<file path="config.mk">
export PLATFORM = sky130hd
export DESIGN_NAME = headset_base_ctrl
export DESIGN_NICKNAME = d
export VERILOG_FILES = /design/src/common/base_ctrl_pkg.sv /design/src/rtl/fw_loader.sv /design/src/rtl/headset_base_ctrl.sv
export SDC_FILE = /design/constraint.sdc
export NUM_CORES = 1
export LEC_CHECK = 0
export ABC_AREA = 0
export BUFFER_PORTS_ARGS = -buffer_cell sky130_fd_sc_hd__buf_2
export CORE_MARGIN = 5
export CORE_UTILIZATION = 30
export DETAILED_ROUTE_END_ITERATION = 7
export SLEW_MARGIN = 10
export SYNTH_ARGS = -nofsm -noshare
export SYNTH_HDL_FRONTEND = slang
export SYNTH_SLANG_ARGS = --single-unit
</file>
<file path="constraint.sdc">
create_clock -name clk -period 15.01 [get_ports clk]
set_clock_uncertainty 0.1 [all_clocks]
set_input_delay 1.501 -clock clk [delete_from_list [all_inputs] [get_ports clk]]
set_output_delay 1.501 -clock clk [all_outputs]
set_load 0.01 [all_outputs]
</file>
<file path="src/common/base_ctrl_pkg.sv">
package base_ctrl_pkg;
  // Time figures and derived cycle counts at 10 MHz
  localparam int CLK_HZ = 10_000_000;
  localparam int POLL_TIME_S = 7;
  localparam int POLL_CYCLES = POLL_TIME_S * CLK_HZ;
  localparam int DOCK_CHECK_S = 1;
  localparam int DOCK_CHECK_CYCLES = DOCK_CHECK_S * CLK_HZ;
  localparam int FRAME_TIME_US = 1400;
  localparam int FRAME_CYCLES = FRAME_TIME_US * (CLK_HZ / 1_000_000);
  localparam int HOOK_PULSE_MS = 200;
  localparam int HOOK_CYCLES = HOOK_PULSE_MS * (CLK_HZ / 1000);
  localparam int OOR_TIME_MS = 3000;
  localparam int OOR_CYCLES = OOR_TIME_MS * (CLK_HZ / 1000);
  localparam int LINK_TIMEOUT_MS = 10000;
  localparam int LINK_TIMEOUT_CYCLES = LINK_TIMEOUT_MS * (CLK_HZ / 1000);
  // Standby listening intervals
  localparam int LISTEN_FAST_MS = 100;
  localparam int LISTEN_FAST_CYCLES = LISTEN_FAST_MS * (CLK_HZ / 1000);
  localparam int LISTEN_SLOW_MS = 2000;
  localparam int LISTEN_SLOW_CYCLES = LISTEN_SLOW_MS * (CLK_HZ / 1000);
  localparam int IDLE_LONG_S = 60;
  localparam int IDLE_LONG_CYCLES = IDLE_LONG_S * CLK_HZ;
  localparam int LISTEN_WINDOW_CYCLES = 1000;
  // Front-end
  localparam int NUM_COILS = 3;
  localparam int NUM_CAPS = 7;
  localparam int CAP_W = 8;
  localparam int RSSI_W = 8;
  // Firmware memory
  localparam int EEPROM_BITS = 16384;
  localparam int EEPROM_BYTES = EEPROM_BITS / 8;
  localparam int RAM_BYTES = 5120;
  localparam int ADDR_W = 13;
  localparam int CAP_TABLE_BASE = 0;
  localparam int CHG_RESET = 0;
  localparam logic [CAP_W-1:0] CAP_RESET = 8'h00;
  localparam logic [1:0] COIL_RESET = 2'h0;
  typedef enum logic [4:0] {
    MODE_STANDBY = 5'h01,
    MODE_ACQUIRE = 5'h02,
    MODE_LINKED = 5'h04,
    MODE_AIRLINE = 5'h08,
    MODE_CHARGE = 5'h10
  } mode_t;
endpackage

</file>
<file path="src/rtl/fw_loader.sv">
`timescale 1ns/1ps
`default_nettype none
// Copies the external EEPROM image into internal RAM after reset, and
// passes write requests from the serial fixture through to the EEPROM once the copy is done.
module fw_loader #(
  parameter int DEPTH = base_ctrl_pkg::EEPROM_BYTES
) (
  input wire logic clk,
  input wire logic rst,
  output logic [base_ctrl_pkg::ADDR_W-1:0] ee_addr,
  output logic ee_rd,
  input wire logic ee_valid,
  input wire logic [7:0] ee_rdata,
  input wire logic prog_we,
  input wire logic [base_ctrl_pkg::ADDR_W-1:0] prog_addr,
  input wire logic [7:0] prog_data,
  output logic ee_wr,
  output logic [7:0] ee_wdata,
  output logic ram_we,
  output logic [base_ctrl_pkg::ADDR_W-1:0] ram_addr,
  output logic [7:0] ram_wdata,
  output logic done
);
  localparam logic [base_ctrl_pkg::ADDR_W-1:0] LAST = base_ctrl_pkg::ADDR_W'(DEPTH - 1);
  logic [base_ctrl_pkg::ADDR_W-1:0] addr_q;
  logic done_q;
  logic [base_ctrl_pkg::ADDR_W-1:0] wr_addr_q;

  // Sequential read, one byte per accepted answer
  always_ff @(posedge clk or posedge rst) begin
    if (rst) begin
      addr_q <= '0;
      done_q <= 1'b0;
    end else if (!done_q && ee_valid) begin
      if (addr_q == LAST) begin
        done_q <= 1'b1;
      end
      addr_q <= addr_q + 1'b1;
    end
  end

  always_ff @(posedge clk or posedge rst) begin
    if (rst) begin
      ram_we <= 1'b0;
      ram_addr <= '0;
      ram_wdata <= 8'h00;
    end else begin
      ram_we <= !done_q && ee_valid;
      ram_addr <= addr_q;
      ram_wdata <= ee_rdata;
    end
  end

  // Reprogramming only after boot so the copy is not corrupted
  // Address is latched with the data so the fixture may move on at once
  always_ff @(posedge clk or posedge rst) begin
    if (rst) begin
      ee_wr <= 1'b0;
      ee_wdata <= 8'h00;
      wr_addr_q <= '0;
    end else begin
      ee_wr <= done_q && prog_we;
      ee_wdata <= prog_data;
      wr_addr_q <= prog_addr;
    end
  end

  assign ee_rd = !done_q;
  assign ee_addr = done_q ? wr_addr_q : addr_q;
  assign done = done_q;
endmodule
`default_nettype wire

</file>
<file path="src/rtl/headset_base_ctrl.sv">
`timescale 1ns/1ps
`default_nettype none
module headset_base_ctrl #(
  parameter int POLL_CYCLES = base_ctrl_pkg::POLL_CYCLES,
  parameter int DOCK_CHECK_CYCLES = base_ctrl_pkg::DOCK_CHECK_CYCLES,
  parameter int FRAME_CYCLES = base_ctrl_pkg::FRAME_CYCLES,
  parameter int HOOK_CYCLES = base_ctrl_pkg::HOOK_CYCLES,
  parameter int OOR_CYCLES = base_ctrl_pkg::OOR_CYCLES,
  parameter int LINK_TIMEOUT_CYCLES = base_ctrl_pkg::LINK_TIMEOUT_CYCLES,
  parameter int LISTEN_FAST_CYCLES = base_ctrl_pkg::LISTEN_FAST_CYCLES,
  parameter int LISTEN_SLOW_CYCLES = base_ctrl_pkg::LISTEN_SLOW_CYCLES,
  parameter int IDLE_LONG_CYCLES = base_ctrl_pkg::IDLE_LONG_CYCLES
) (
  input wire logic clk,
  input wire logic rst,
  input wire logic [base_ctrl_pkg::RSSI_W-1:0] rssi_x,
  input wire logic [base_ctrl_pkg::RSSI_W-1:0] rssi_y,
  input wire logic [base_ctrl_pkg::RSSI_W-1:0] rssi_z,
  input wire logic [2:0] cap_level,
  output logic [1:0] coil_sel,
  output logic tx_active,
  output logic tr_switch_closed,
  output logic tx_drive_en,
  output logic [base_ctrl_pkg::CAP_W-1:0] rx_cap,
  output logic tx_channel2,
  output logic rx_channel2,
  input wire logic channel2_sel,
  output logic [base_ctrl_pkg::ADDR_W-1:0] ee_addr,
  output logic ee_rd,
  input wire logic ee_valid,
  input wire logic [7:0] ee_rdata,
  output logic ee_wr,
  output logic [7:0] ee_wdata,
  input wire logic prog_we,
  input wire logic [base_ctrl_pkg::ADDR_W-1:0] prog_addr,
  input wire logic [7:0] prog_data,
  output logic boot_done,
  input wire logic page_rx,
  input wire logic link_ok,
  input wire logic partner_present,
  input wire logic critical_shutdown,
  input wire logic dock_pin,
  input wire logic airline_cmd,
  input wire logic charge_cmd,
  input wire logic housekeeping,
  input wire logic call_button,
  input wire logic call_alert_pin,
  input wire logic charge_enable,
  output logic page_tx,
  output logic charge_line,
  output logic listen,
  output logic dock_check,
  output logic answer_call,
  output logic hook_signal_line,
  output logic phone_aud_in_pull_low,
  output logic [4:0] mode
);
  localparam int FW = 32;
  base_ctrl_pkg::mode_t mode_q;
  logic [1:0] dock_sync_q, alert_sync_q, btn_sync_q;
  logic docked, alert, btn, btn_prev_q, press, alert_prev_q, alert_rise;
  logic undocked_edge, dock_prev_q;
  logic [FW-1:0] frame_cnt_q, poll_cnt_q, dock_cnt_q, hook_cnt_q, oor_cnt_q;
  logic [FW-1:0] idle_cnt_q, listen_cnt_q, link_cnt_q;
  logic tx_frame_q, incoming_q, in_call_q, fresh_undock_q, hook_q;
  logic ram_we;
  logic [base_ctrl_pkg::ADDR_W-1:0] ram_addr;
  logic [7:0] ram_wdata;
  logic [7:0] fw_ram [base_ctrl_pkg::RAM_BYTES];
  logic [base_ctrl_pkg::CAP_W-1:0] cap_table [base_ctrl_pkg::NUM_CAPS];
  logic [FW-1:0] listen_period;

  // Dock, call alert and call button pins pass two flops
  always_ff @(posedge clk or posedge rst) begin
    if (rst) begin
      dock_sync_q <= 2'h0;
      alert_sync_q <= 2'h0;
      btn_sync_q <= 2'h0;
    end else begin
      dock_sync_q <= {dock_sync_q[0], dock_pin};
      alert_sync_q <= {alert_sync_q[0], call_alert_pin};
      btn_sync_q <= {btn_sync_q[0], call_button};
    end
  end
  assign docked = dock_sync_q[1];
  assign alert = alert_sync_q[1];
  assign btn = btn_sync_q[1];

  always_ff @(posedge clk or posedge rst) begin
    if (rst) begin
      btn_prev_q <= 1'b0;
      alert_prev_q <= 1'b0;
      dock_prev_q <= 1'b0;
    end else begin
      btn_prev_q <= btn;
      alert_prev_q <= alert;
      dock_prev_q <= docked;
    end
  end
  assign press = btn && !btn_prev_q;
  assign alert_rise = alert && !alert_prev_q;
  assign undocked_edge = dock_prev_q && !docked;

  fw_loader #(
    .DEPTH(base_ctrl_pkg::EEPROM_BYTES)
  ) u_loader (
    .clk(clk),
    .rst(rst),
    .ee_addr(ee_addr),
    .ee_rd(ee_rd),
    .ee_valid(ee_valid),
    .ee_rdata(ee_rdata),
    .prog_we(prog_we),
    .prog_addr(prog_addr),
    .prog_data(prog_data),
    .ee_wr(ee_wr),
    .ee_wdata(ee_wdata),
    .ram_we(ram_we),
    .ram_addr(ram_addr),
    .ram_wdata(ram_wdata),
    .done(boot_done)
  );

  always_ff @(posedge clk) begin
    if (ram_we && ram_addr < base_ctrl_pkg::ADDR_W'(base_ctrl_pkg::RAM_BYTES)) begin
      fw_ram[ram_addr] <= ram_wdata;
    end
  end

  genvar gi;
  generate
    for (gi = 0; gi < base_ctrl_pkg::NUM_CAPS; gi++) begin : g_cap
      always_ff @(posedge clk or posedge rst) begin
        if (rst) begin
          cap_table[gi] <= base_ctrl_pkg::CAP_RESET;
        end else if (ram_we &&
                     ram_addr == base_ctrl_pkg::ADDR_W'(base_ctrl_pkg::CAP_TABLE_BASE + gi)) begin
          cap_table[gi] <= ram_wdata;
        end
      end
    end
  endgenerate

  // best coil choice, ties favour lower axis
  function automatic logic [1:0] best_coil(input logic [base_ctrl_pkg::RSSI_W-1:0] a,
                                           input logic [base_ctrl_pkg::RSSI_W-1:0] b,
                                           input logic [base_ctrl_pkg::RSSI_W-1:0] c);
    logic [1:0] r;
    r = 2'h0;
    if (b > a && b >= c) begin
      r = 2'h1;
    end else if (c > a && c > b) begin
      r = 2'h2;
    end
    return r;
  endfunction

  // reselect on every cycle of a receive frame only, so a transmit frame never switches mid-burst
  always_ff @(posedge clk or posedge rst) begin
    if (rst) begin
      coil_sel <= base_ctrl_pkg::COIL_RESET;
    end else if (!tx_frame_q) begin
      coil_sel <= best_coil(rssi_x, rssi_y, rssi_z);
    end
  end

  // TDD frame timing, radio idle in airline mode
  always_ff @(posedge clk or posedge rst) begin
    if (rst) begin
      frame_cnt_q <= '0;
      tx_frame_q <= 1'b0;
    end else if (frame_cnt_q >= FW'(FRAME_CYCLES - 1)) begin
      frame_cnt_q <= '0;
      tx_frame_q <= !tx_frame_q;
    end else begin
      frame_cnt_q <= frame_cnt_q + 1'b1;
    end
  end

  logic radio_on;
  assign radio_on = boot_done && (mode_q == base_ctrl_pkg::MODE_ACQUIRE ||
                                  mode_q == base_ctrl_pkg::MODE_LINKED || listen);

  // transmit frame drive, receive frame float, radio silent
  always_ff @(posedge clk or posedge rst) begin
    if (rst) begin
      tx_active <= 1'b0;
      tx_drive_en <= 1'b0;
      tr_switch_closed <= 1'b1;
      rx_cap <= base_ctrl_pkg::CAP_RESET;
    end else begin
      tx_active <= radio_on && tx_frame_q && !listen;
      tx_drive_en <= radio_on && tx_frame_q && !listen;
      tr_switch_closed <= !(radio_on && tx_frame_q && !listen);
      if (!tx_frame_q && cap_level < 3'(base_ctrl_pkg::NUM_CAPS)) begin
        rx_cap <= cap_table[cap_level];
      end
    end
  end

  // transmit tuning fixed to channel one
  always_ff @(posedge clk or posedge rst) begin
    if (rst) begin
      tx_channel2 <= 1'b0;
      rx_channel2 <= 1'b0;
    end else begin
      tx_channel2 <= 1'b0;
      rx_channel2 <= channel2_sel;
    end
  end

  // idle time and fresh undock choose listen interval
  always_ff @(posedge clk or posedge rst) begin
    if (rst) begin
      idle_cnt_q <= '0;
      fresh_undock_q <= 1'b0;
    end else begin
      if (mode_q != base_ctrl_pkg::MODE_STANDBY) begin
        idle_cnt_q <= '0;
      end else if (idle_cnt_q < FW'(IDLE_LONG_CYCLES)) begin
        idle_cnt_q <= idle_cnt_q + 1'b1;
      end
      if (undocked_edge) begin
        fresh_undock_q <= 1'b1;
      end else if (mode_q != base_ctrl_pkg::MODE_STANDBY ||
                   idle_cnt_q >= FW'(IDLE_LONG_CYCLES)) begin
        fresh_undock_q <= 1'b0;
      end
    end
  end
  assign listen_period = (fresh_undock_q || idle_cnt_q < FW'(IDLE_LONG_CYCLES)) ?
                         FW'(LISTEN_FAST_CYCLES) : FW'(LISTEN_SLOW_CYCLES);

  always_ff @(posedge clk or posedge rst) begin
    if (rst) begin
      listen_cnt_q <= '0;
    end else if (mode_q != base_ctrl_pkg::MODE_STANDBY || docked ||
                 listen_cnt_q >= listen_period - 1) begin
      listen_cnt_q <= '0;
    end else begin
      listen_cnt_q <= listen_cnt_q + 1'b1;
    end
  end
  assign listen = (mode_q == base_ctrl_pkg::MODE_STANDBY) && !docked && boot_done &&
                  listen_cnt_q < FW'(base_ctrl_pkg::LISTEN_WINDOW_CYCLES);

  always_ff @(posedge clk or posedge rst) begin
    if (rst) begin
      dock_cnt_q <= '0;
      dock_check <= 1'b0;
    end else if (!docked || dock_cnt_q >= FW'(DOCK_CHECK_CYCLES - 1)) begin
      dock_cnt_q <= '0;
      dock_check <= docked;
    end else begin
      dock_cnt_q <= dock_cnt_q + 1'b1;
      dock_check <= 1'b0;
    end
  end

  // seven-second acquire poll, out-of-range and link timers
  always_ff @(posedge clk or posedge rst) begin
    if (rst) begin
      poll_cnt_q <= '0;
      oor_cnt_q <= '0;
      link_cnt_q <= '0;
    end else begin
      poll_cnt_q <= (mode_q == base_ctrl_pkg::MODE_ACQUIRE) ? poll_cnt_q + 1'b1 : '0;
      oor_cnt_q <= (mode_q == base_ctrl_pkg::MODE_LINKED && !partner_present) ?
                   oor_cnt_q + 1'b1 : '0;
      link_cnt_q <= (mode_q == base_ctrl_pkg::MODE_LINKED && !link_ok) ?
                    link_cnt_q + 1'b1 : '0;
    end
  end

  always_ff @(posedge clk or posedge rst) begin
    if (rst) begin
      mode_q <= base_ctrl_pkg::MODE_STANDBY;
    end else if (boot_done) begin
      unique case (mode_q)
        base_ctrl_pkg::MODE_STANDBY: begin
          if (docked && dock_check && airline_cmd) begin
            mode_q <= base_ctrl_pkg::MODE_AIRLINE;
          end else if (docked && dock_check && charge_cmd) begin
            mode_q <= base_ctrl_pkg::MODE_CHARGE;
          end else if (!docked && ((listen && page_rx) || alert_rise || press)) begin
            mode_q <= base_ctrl_pkg::MODE_ACQUIRE;
          end
        end
        base_ctrl_pkg::MODE_ACQUIRE: begin
          if (docked) begin
            mode_q <= base_ctrl_pkg::MODE_STANDBY;
          end else if (link_ok) begin
            mode_q <= base_ctrl_pkg::MODE_LINKED;
          end else if (poll_cnt_q >= FW'(POLL_CYCLES - 1)) begin
            mode_q <= base_ctrl_pkg::MODE_STANDBY;
          end
        end
        base_ctrl_pkg::MODE_LINKED: begin
          if (docked || critical_shutdown || oor_cnt_q >= FW'(OOR_CYCLES - 1) ||
              link_cnt_q >= FW'(LINK_TIMEOUT_CYCLES - 1)) begin
            mode_q <= base_ctrl_pkg::MODE_STANDBY;
          end
        end
        base_ctrl_pkg::MODE_AIRLINE: begin
          if (!docked) begin
            mode_q <= base_ctrl_pkg::MODE_STANDBY;
          end
        end
        base_ctrl_pkg::MODE_CHARGE: begin
          if (!docked) begin
            mode_q <= base_ctrl_pkg::MODE_STANDBY;
          end else if (dock_check && airline_cmd) begin
            mode_q <= base_ctrl_pkg::MODE_AIRLINE;
          end
        end
        default: begin
          mode_q <= base_ctrl_pkg::MODE_STANDBY;
        end
      endcase
    end
  end
  assign mode = mode_q;
  assign page_tx = mode_q == base_ctrl_pkg::MODE_ACQUIRE;

  // firmware charge line, paused for housekeeping
  always_ff @(posedge clk or posedge rst) begin
    if (rst) begin
      charge_line <= 1'(base_ctrl_pkg::CHG_RESET);
    end else begin
      charge_line <= docked && charge_enable && !housekeeping &&
                     mode_q == base_ctrl_pkg::MODE_CHARGE;
    end
  end

  // remember incoming call, answer on press, hang-up
  always_ff @(posedge clk or posedge rst) begin
    if (rst) begin
      incoming_q <= 1'b0;
      in_call_q <= 1'b0;
      answer_call <= 1'b0;
      hook_q <= 1'b0;
    end else begin
      answer_call <= 1'b0;
      hook_q <= 1'b0;
      if (mode_q == base_ctrl_pkg::MODE_STANDBY && alert_rise) begin
        incoming_q <= 1'b1;
      end else if (mode_q != base_ctrl_pkg::MODE_LINKED &&
                   mode_q != base_ctrl_pkg::MODE_ACQUIRE) begin
        incoming_q <= 1'b0;
        in_call_q <= 1'b0;
      end
      if (mode_q == base_ctrl_pkg::MODE_LINKED && press) begin
        if (incoming_q && !in_call_q) begin
          answer_call <= 1'b1;
          in_call_q <= 1'b1;
          incoming_q <= 1'b0;
        end else if (in_call_q || !incoming_q) begin
          hook_q <= in_call_q;
          in_call_q <= !in_call_q;
        end
      end
    end
  end

  // hold hook signalling for a fixed pulse
  always_ff @(posedge clk or posedge rst) begin
    if (rst) begin
      hook_cnt_q <= '0;
    end else if (hook_q) begin
      hook_cnt_q <= FW'(HOOK_CYCLES);
    end else if (hook_cnt_q != '0) begin
      hook_cnt_q <= hook_cnt_q - 1'b1;
    end
  end
  assign hook_signal_line = hook_cnt_q != '0;
  assign phone_aud_in_pull_low = hook_cnt_q != '0;
endmodule
`default_nettype wire

</file>
### Word level (Yosys, flattened, before mapping)

Index checks and enable logic that the tools add are counted.
W data, S select, Z words.

| cells by class | value |
|---|---|
| add/subtract/negate cells | 10 |
| reduce and logical (&&, ||, !) cells | 68 |
| div/mod/pow operators | 0 |
| shifts and indexed selects | 0 |
| $mul | 0 |
| bitwise gates (word level) | 1 |
| equality and inequality tests | 20 |
| order comparisons | 15 |
| muxes and demuxes | 45 |

Operators with widths:

| kind | count |
|---|---|
| $mux W32 | 10 |
| $add A32 B1 Y32 const B | 7 |
| $ge A32 B27 Y1 const B | 2 |
| $mux W5 | 10 |
| $eq A13 B3 Y1 const B | 3 |
| $logic_and A1 B1 Y1 | 36 |
| $ge A32 B14 Y1 const B | 1 |
| $ge A32 B24 Y1 const B | 1 |
| $ge A32 B25 Y1 const B | 1 |
| $ge A32 B30 Y1 const B | 1 |
| $ge A32 B32 Y1 | 1 |
| $lt A32 B10 Y1 const B | 1 |
| $lt A32 B30 Y1 const B | 1 |
| $reduce_bool A32 Y1 | 1 |
| $sub A32 B1 Y32 const B | 1 |
| $eq A13 B2 Y1 const B | 2 |
| $sub A25 B1 Y26 const B | 1 |
| $mux W25 | 1 |
| $pmux W5 S5 | 1 |
| $bmux W8 S3 | 1 |
| $gt A8 B8 Y1 | 3 |
| $mux W1 | 17 |
| $mux W8 | 2 |
| $add A13 B1 Y13 const B | 1 |
| other kinds (27) | 53 |

| word-level totals | value |
|---|---|
| input port bits | 72 |
| memories kept | 0 |
| bits in registers | 405 |
| RAM bits | 0 |
| bits in latches | 0 |
| memory bits (read-only) | 0 |

### Longest topological paths before layout

| logic depth | value |
|---|---|
| depth after elaboration | 12 |
| mapped depth | 14 |
| gate-level depth less buffers | 13 |

### Cells and area by module

A second synthesis with hierarchy kept.

| second synthesis, totals | value |
|---|---|
| cells, all modules | 1775 |
| area, all modules | 19018.2 um^2 |

By module, submodules not included:

| module | cells an instance | seq. area each (um^2) | area each (um^2) | times used |
|---|---|---|---|---|
| headset_base_ctrl | 1655 | 8685.8 | 17088.9 | 1 |
| fw_loader | 120 | 1451.4 | 1929.4 | 1 |

### Worst setup path after synthesis

OpenSTA, ideal clock, no wires.

| timing path | value |
|---|---|
| path kind | register to register |
| start | register idle_cnt_q[26] |
| end | register listen_cnt_q[10] |
| setup time | 0.136 ns |
| path slack | 10.993 ns |
| buffers on the path | 1 |
| stages on the path, launching flop included | 14 |
| arrival | 3.781 ns |
| path through | dfrtp_1 > or4_1 > nor3_1 > o21ai_1 > and2_1 > nand2b_1 > inv_2 > ha_1 > nand2_1 > or4_1 > o221ai_1 > nor4b_1 > clkbuf_1 > nor3_1 |

| on the way | value |
|---|---|
| longest elaborated chain between the ends | 7 |

Ends and longest elaborated chain:

| element | line | text |
|---|---|---|
| from (decl) | headset_base_ctrl.sv:64 | `logic [FW-1:0] idle_cnt_q, listen_cnt_q, link_cnt_q;` |
| from (signal assigned) | headset_base_ctrl.sv:221 | `idle_cnt_q <= idle_cnt_q + 1'b1;` |
| $lt A32 B30 Y1 | headset_base_ctrl.sv:231 | `assign listen_period = (fresh_undock_q \|\| idle_cnt_q < FW'(IDLE_LONG_CYCLES)) ?` |
| $logic_or A1 B1 Y1 | headset_base_ctrl.sv:231 |  |
| $mux W25 | headset_base_ctrl.sv:231 |  |
| $sub A25 B1 Y26 | headset_base_ctrl.sv:238 | `listen_cnt_q >= listen_period - 1) begin` |
| $ge A32 B32 Y1 | headset_base_ctrl.sv:238 |  |
| $logic_or A1 B1 Y1 | headset_base_ctrl.sv:237 | `end else if (mode_q != base_ctrl_pkg::MODE_STANDBY \|\| docked \|\|` |
| $mux W32 | headset_base_ctrl.sv:237 |  |
| to (signal assigned) | headset_base_ctrl.sv:241 | `listen_cnt_q <= listen_cnt_q + 1'b1;` |
| to (decl) | headset_base_ctrl.sv:64 |  |

Every way passes these cells.
A chain may end at the register's enable or synchronous reset.

### Final worst setup path

| timing path | value |
|---|---|
| start | register hook_cnt_q[0] |
| end | output port phone_aud_in_pull_low |

| on the way | value |
|---|---|
| longest elaborated chain between the ends | 1 |

Ends and longest elaborated chain:

| element | line | text |
|---|---|---|
| from (decl) | headset_base_ctrl.sv:63 | `logic [FW-1:0] frame_cnt_q, poll_cnt_q, dock_cnt_q, hook_cnt_q, oor_cnt_q;` |
| from (signal assigned) | headset_base_ctrl.sv:370 | `hook_cnt_q <= FW'(HOOK_CYCLES);` |
| from (signal assigned) | headset_base_ctrl.sv:372 | `hook_cnt_q <= hook_cnt_q - 1'b1;` |
| $reduce_bool A32 Y1 | headset_base_ctrl.sv:376 | `assign phone_aud_in_pull_low = hook_cnt_q != '0;` |
| to (decl) | headset_base_ctrl.sv:55 | `output logic phone_aud_in_pull_low,` |

Every way passes these cells.

==> impl_metrics.py <==
metrics = {
    "cts": {
        "cts-root-buf": "clkbuf_16",
        "cts_num_sinks": 405,
        "tritoncts": "done",
        "post-cts-setup-buffers": 0,
        "clk_pin_slew_ns": 0.06,
        "cts_buffers": 46,
        "cts_buffer_depth": 3,
        "cts_hold_buf": 0,
        "post_cts_resized": 0,
        "htree_levels": 2,
        "insertion_delay_ns": 0.57,
    },
    "critical_path": {
        "crit_slowest_cell": "and2_1",
        "reg2reg_slack_ns": 10.73,
        "critPathMaxStageDelay_ns": 0.56,
        "start_kind": "register",
        "cp_max_fo": 15,
        "r2r_end": "listen_cnt_q[9]$_DFF_PP0_",
        "cp-endpoint": "phone_aud_in_pull_low",
        "cpLargestDelayFamily": "simple AND/OR/NAND/NOR gates",
        "crit_buf_inv": 2,
        "cp.depth": 7,
        "arrival_ns": 3.15,
        "critPathKind": "reg2out",
        "cp_cell_sequence": "inv_1, ha_1, or3b_2, nor4_1, and2_1, nand2_2, buf_2",
        "end_kind": "output port",
        "crit_start": "hook_cnt_q[0]$_DFFE_PP0P_",
        "reg2reg_from": "idle_cnt_q[26]$_DFFE_PP0P_",
        "required_ns": 13.41,
        "ff2ff_path_depth": 14,
    },
    "detailed_routing": {
        "totalWireLength_mm": 40.7,
        "drtPass1Iterations": 4,
        "ant_nets": 0,
        "post_drt_wl_per_cell_um": 14.6,
        "num_vias": 13251,
        "vias_per_cell": 4.74,
        "drc": 0,
        "drt_iter0_markers": 762,
    },
    "die": {
        "die_h_um": 261,
        "design.core.area_mm2": 0.0629,
        "start_util": 0.302,
        "ioPinCount": 123,
        "num_rows": 92,
        "die_w_um": 261,
        "dieArea_mm2": 0.0684,
    },
    "synthesis": {
        "synth_xor_area_frac": 0.0923,
        "synth_compound_area_frac": 0.0599,
        "synth_top_cell_by_area": "dfrtp_1",
        "ys_warn_count": 0,
        "synth_seq_cells": 405,
        "synthDistinctLibCells": 83,
        "yosys.area_share.simple": 0.196,
        "yosys.area.top_type_share": 0.532,
        "ys_async_sr_fraction": 1.00,
        "synth_mux_area_frac": 0.0621,
        "synth_top_family_by_area": "simple AND/OR/NAND/NOR gates",
        "synthAdderAreaFrac": 0.0310,
        "synthFlopType": "dfrtp_1",
        "synth_edf_count": 0,
        "avgSynthCellArea_um2": 10.8,
        "yosysSeqAreaShare": 0.534,
        "syn_area_mm2": 0.0190,
        "syn_inst": 1759,
        "synthTopCellsByArea": "dfrtp_1 53%, xnor2_1 5.7%, nor2_1 4.9%, xor2_1 3.6%, ha_1 3.1%",
    },
    "layout": {
        "nets": 2035,
        "final_util": 0.353,
        "drive_gt1_frac": 0.151,
        "syn2layout_area_growth_pct": 17.0,
        "fillers": 6289,
        "antenna-diode-count": 0,
    },
    "sta": {
        "setup_violations": 0,
        "setup_tns_ns": 0,
        "slew_headroom": 0.270,
        "finalCriticalPeriod_ns": 4.75,
        "worst_pin_slew_ns": 1.09,
        "hold_violations": 0,
        "min_period_over_period": 0.316,
        "fmax_mhz": 211,
        "rsz0062_at_grt": "false",
        "setup_ws_ns": 10.26,
        "maxSlewViolCount": 0,
    },
    "place": {
        "dp_hpwl_mm": 27.7,
        "port_buffers": 121,
        "dp_slack_ns": 10.72,
        "place_congestion": 0.811,
    },
    "global_route": {
        "overflow": 0,
        "grt_pass1_vias": 13611,
        "grt_max_degree": 164,
        "antenna_found_initial": 2,
        "grtUsageTotal": 0.120,
        "grt_pass1_wl_mm": 69.4,
    },
    "power": {
        "irDropWorstVdd_mv": 0.0859,
        "p_leak_uw": 0.00957,
        "pwr_density_cell_mw_per_mm2": 119,
    },
    "run": {
        "maxCapViolations": 0,
    },
    "outcome": {
        "status": "finished clean",
    },
    "worst_hold_path": {
        "hold_class": "reg2reg",
    },
}
==> worst reg2reg max path: cells and delay by family (launching register included) <==
kind                     cells  cell delay, ns
buffers and inverters        3            0.56
adder cells (fa/ha/maj)      1            0.32
flip-flops                   1            0.41
AO/OA/AOI/OAI                5            1.25
AND/OR/NAND/NOR              5            1.55
==> worst min path at each step <==
stage | from | end | slack [ns] | depth (start not counted)
global placement | dock_sync_q[0]$_DFF_PP0_ | dock_sync_q[1]$_DFF_PP0_ | 0.23 | 0
global route | alert_sync_q[0]$_DFF_PP0_ | alert_sync_q[1]$_DFF_PP0_ | 0.27 | 0
finish | alert_sync_q[0]$_DFF_PP0_ | alert_sync_q[1]$_DFF_PP0_ | 0.25 | 0
detailed placement | alert_sync_q[0]$_DFF_PP0_ | alert_sync_q[1]$_DFF_PP0_ | 0.24 | 0
CTS | alert_sync_q[0]$_DFF_PP0_ | alert_sync_q[1]$_DFF_PP0_ | 0.25 | 0
floorplan | alert_sync_q[0]$_DFF_PP0_ | alert_sync_q[1]$_DFF_PP0_ | 0.23 | 0
==> flip-flops by register name, indices dropped and copies added (netlist names), 13 cells and up, named ones only <==
signal	flops
u_loader.wr_addr_q	13
dock_cnt_q	32
poll_cnt_q	32
idle_cnt_q	32
u_loader.addr_q	13
link_cnt_q	32
oor_cnt_q	32
listen_cnt_q	32
frame_cnt_q	32
cap_table	56
u_loader.ram_addr	13
hook_cnt_q	32
==> layout make-up <==
cell class	count	area, µm²	area share
flip-flops and latches	405	10100	0.457
clock inverters	15	193	0.00868
multi-input cells	1273	8510	0.383
repair buffers	132	701	0.0316
clock buffers	66	1380	0.0620
inverters	58	225	0.0101
well taps	846	1060	0.0477
==> routing by layer <==
metal	track usage	vias up	routed length (µm)
li1	-	6450	-
met4	0.0307	2	702
met3	0.0250	60	2020
met1	0.168	6516	19400
met2	0.192	223	18600
met5	0	-	15
==> synth_stat cells (6+ instances only) <==
cell,number
or3_1,16
nor3b_1,6
a21o_1,11
o21ai_1,13
o21ai_0,21
nor2b_1,11
dfrtp_1,403
mux2_2,37
nand2b_1,16
or4_1,13
and2_1,11
nand3_1,90
xor2_1,77
nand2_1,95
xnor2_1,123
clkbuf_1,47
nor3_1,51
nand4_1,44
ha_1,47
nor2_1,246
mux4_2,8
mux2_1,33
a2111oi_0,11
nor4_1,35
mux2i_1,15
a21oi_1,53
and3_1,33
and4_1,14
inv_1,56
a211oi_1,18
==> logic make-up (layout without fill, tap and decap cells) <==
| logic type | Yosys count | count (layout) |
|---|---|---|
| muxes | 97 | 97 |
| adders and majority gates | 47 | 47 |
| and+or+nand+nor | 726 | 726 |
| DFF | 405 | 405 |
| AOI/OAI and AO/OA | 170 | 170 |
| xor gates and xnor gates | 200 | 200 |
| other | 1 | 33 |
| buffers and inverters | 113 | 271 |
==> cells in the final DEF, fill, tap and decap left out, types with 51 or more instances in the layout <==
cell     instances
a21oi_1         53
buf_2          121
dfrtp_1        403
inv_1           55
nand2_1         95
nand3_1         90
nor2_1         246
nor3_1          51
xnor2_1        123
xor2_1          77
==> through the flow <==
step,hold slack (ns),instances,instance area (µm²),total power (µW)
floorplan,0.231,1791,19100,1440
global placement,0.233,2714,20600,1510
detailed placement,0.240,2714,20600,1530
CTS,0.253,2795,22200,2690
global route,0.269,2795,22200,2780
finish,0.251,2795,22200,2650
==> power by group <==
| part | internal [µW] | leakage (µW) | switching (µW) | total [µW] |
|---|---|---|---|---|
| Clock | 690 | 0.000757 | 453 | 1140 |
| Combinational | 114 | 0.00341 | 172 | 287 |
| Sequential | 1150 | 0.00540 | 63.4 | 1220 |
| Total | 1960 | 0.00957 | 689 | 2650 |
Power figures use the tool's default switching activity.
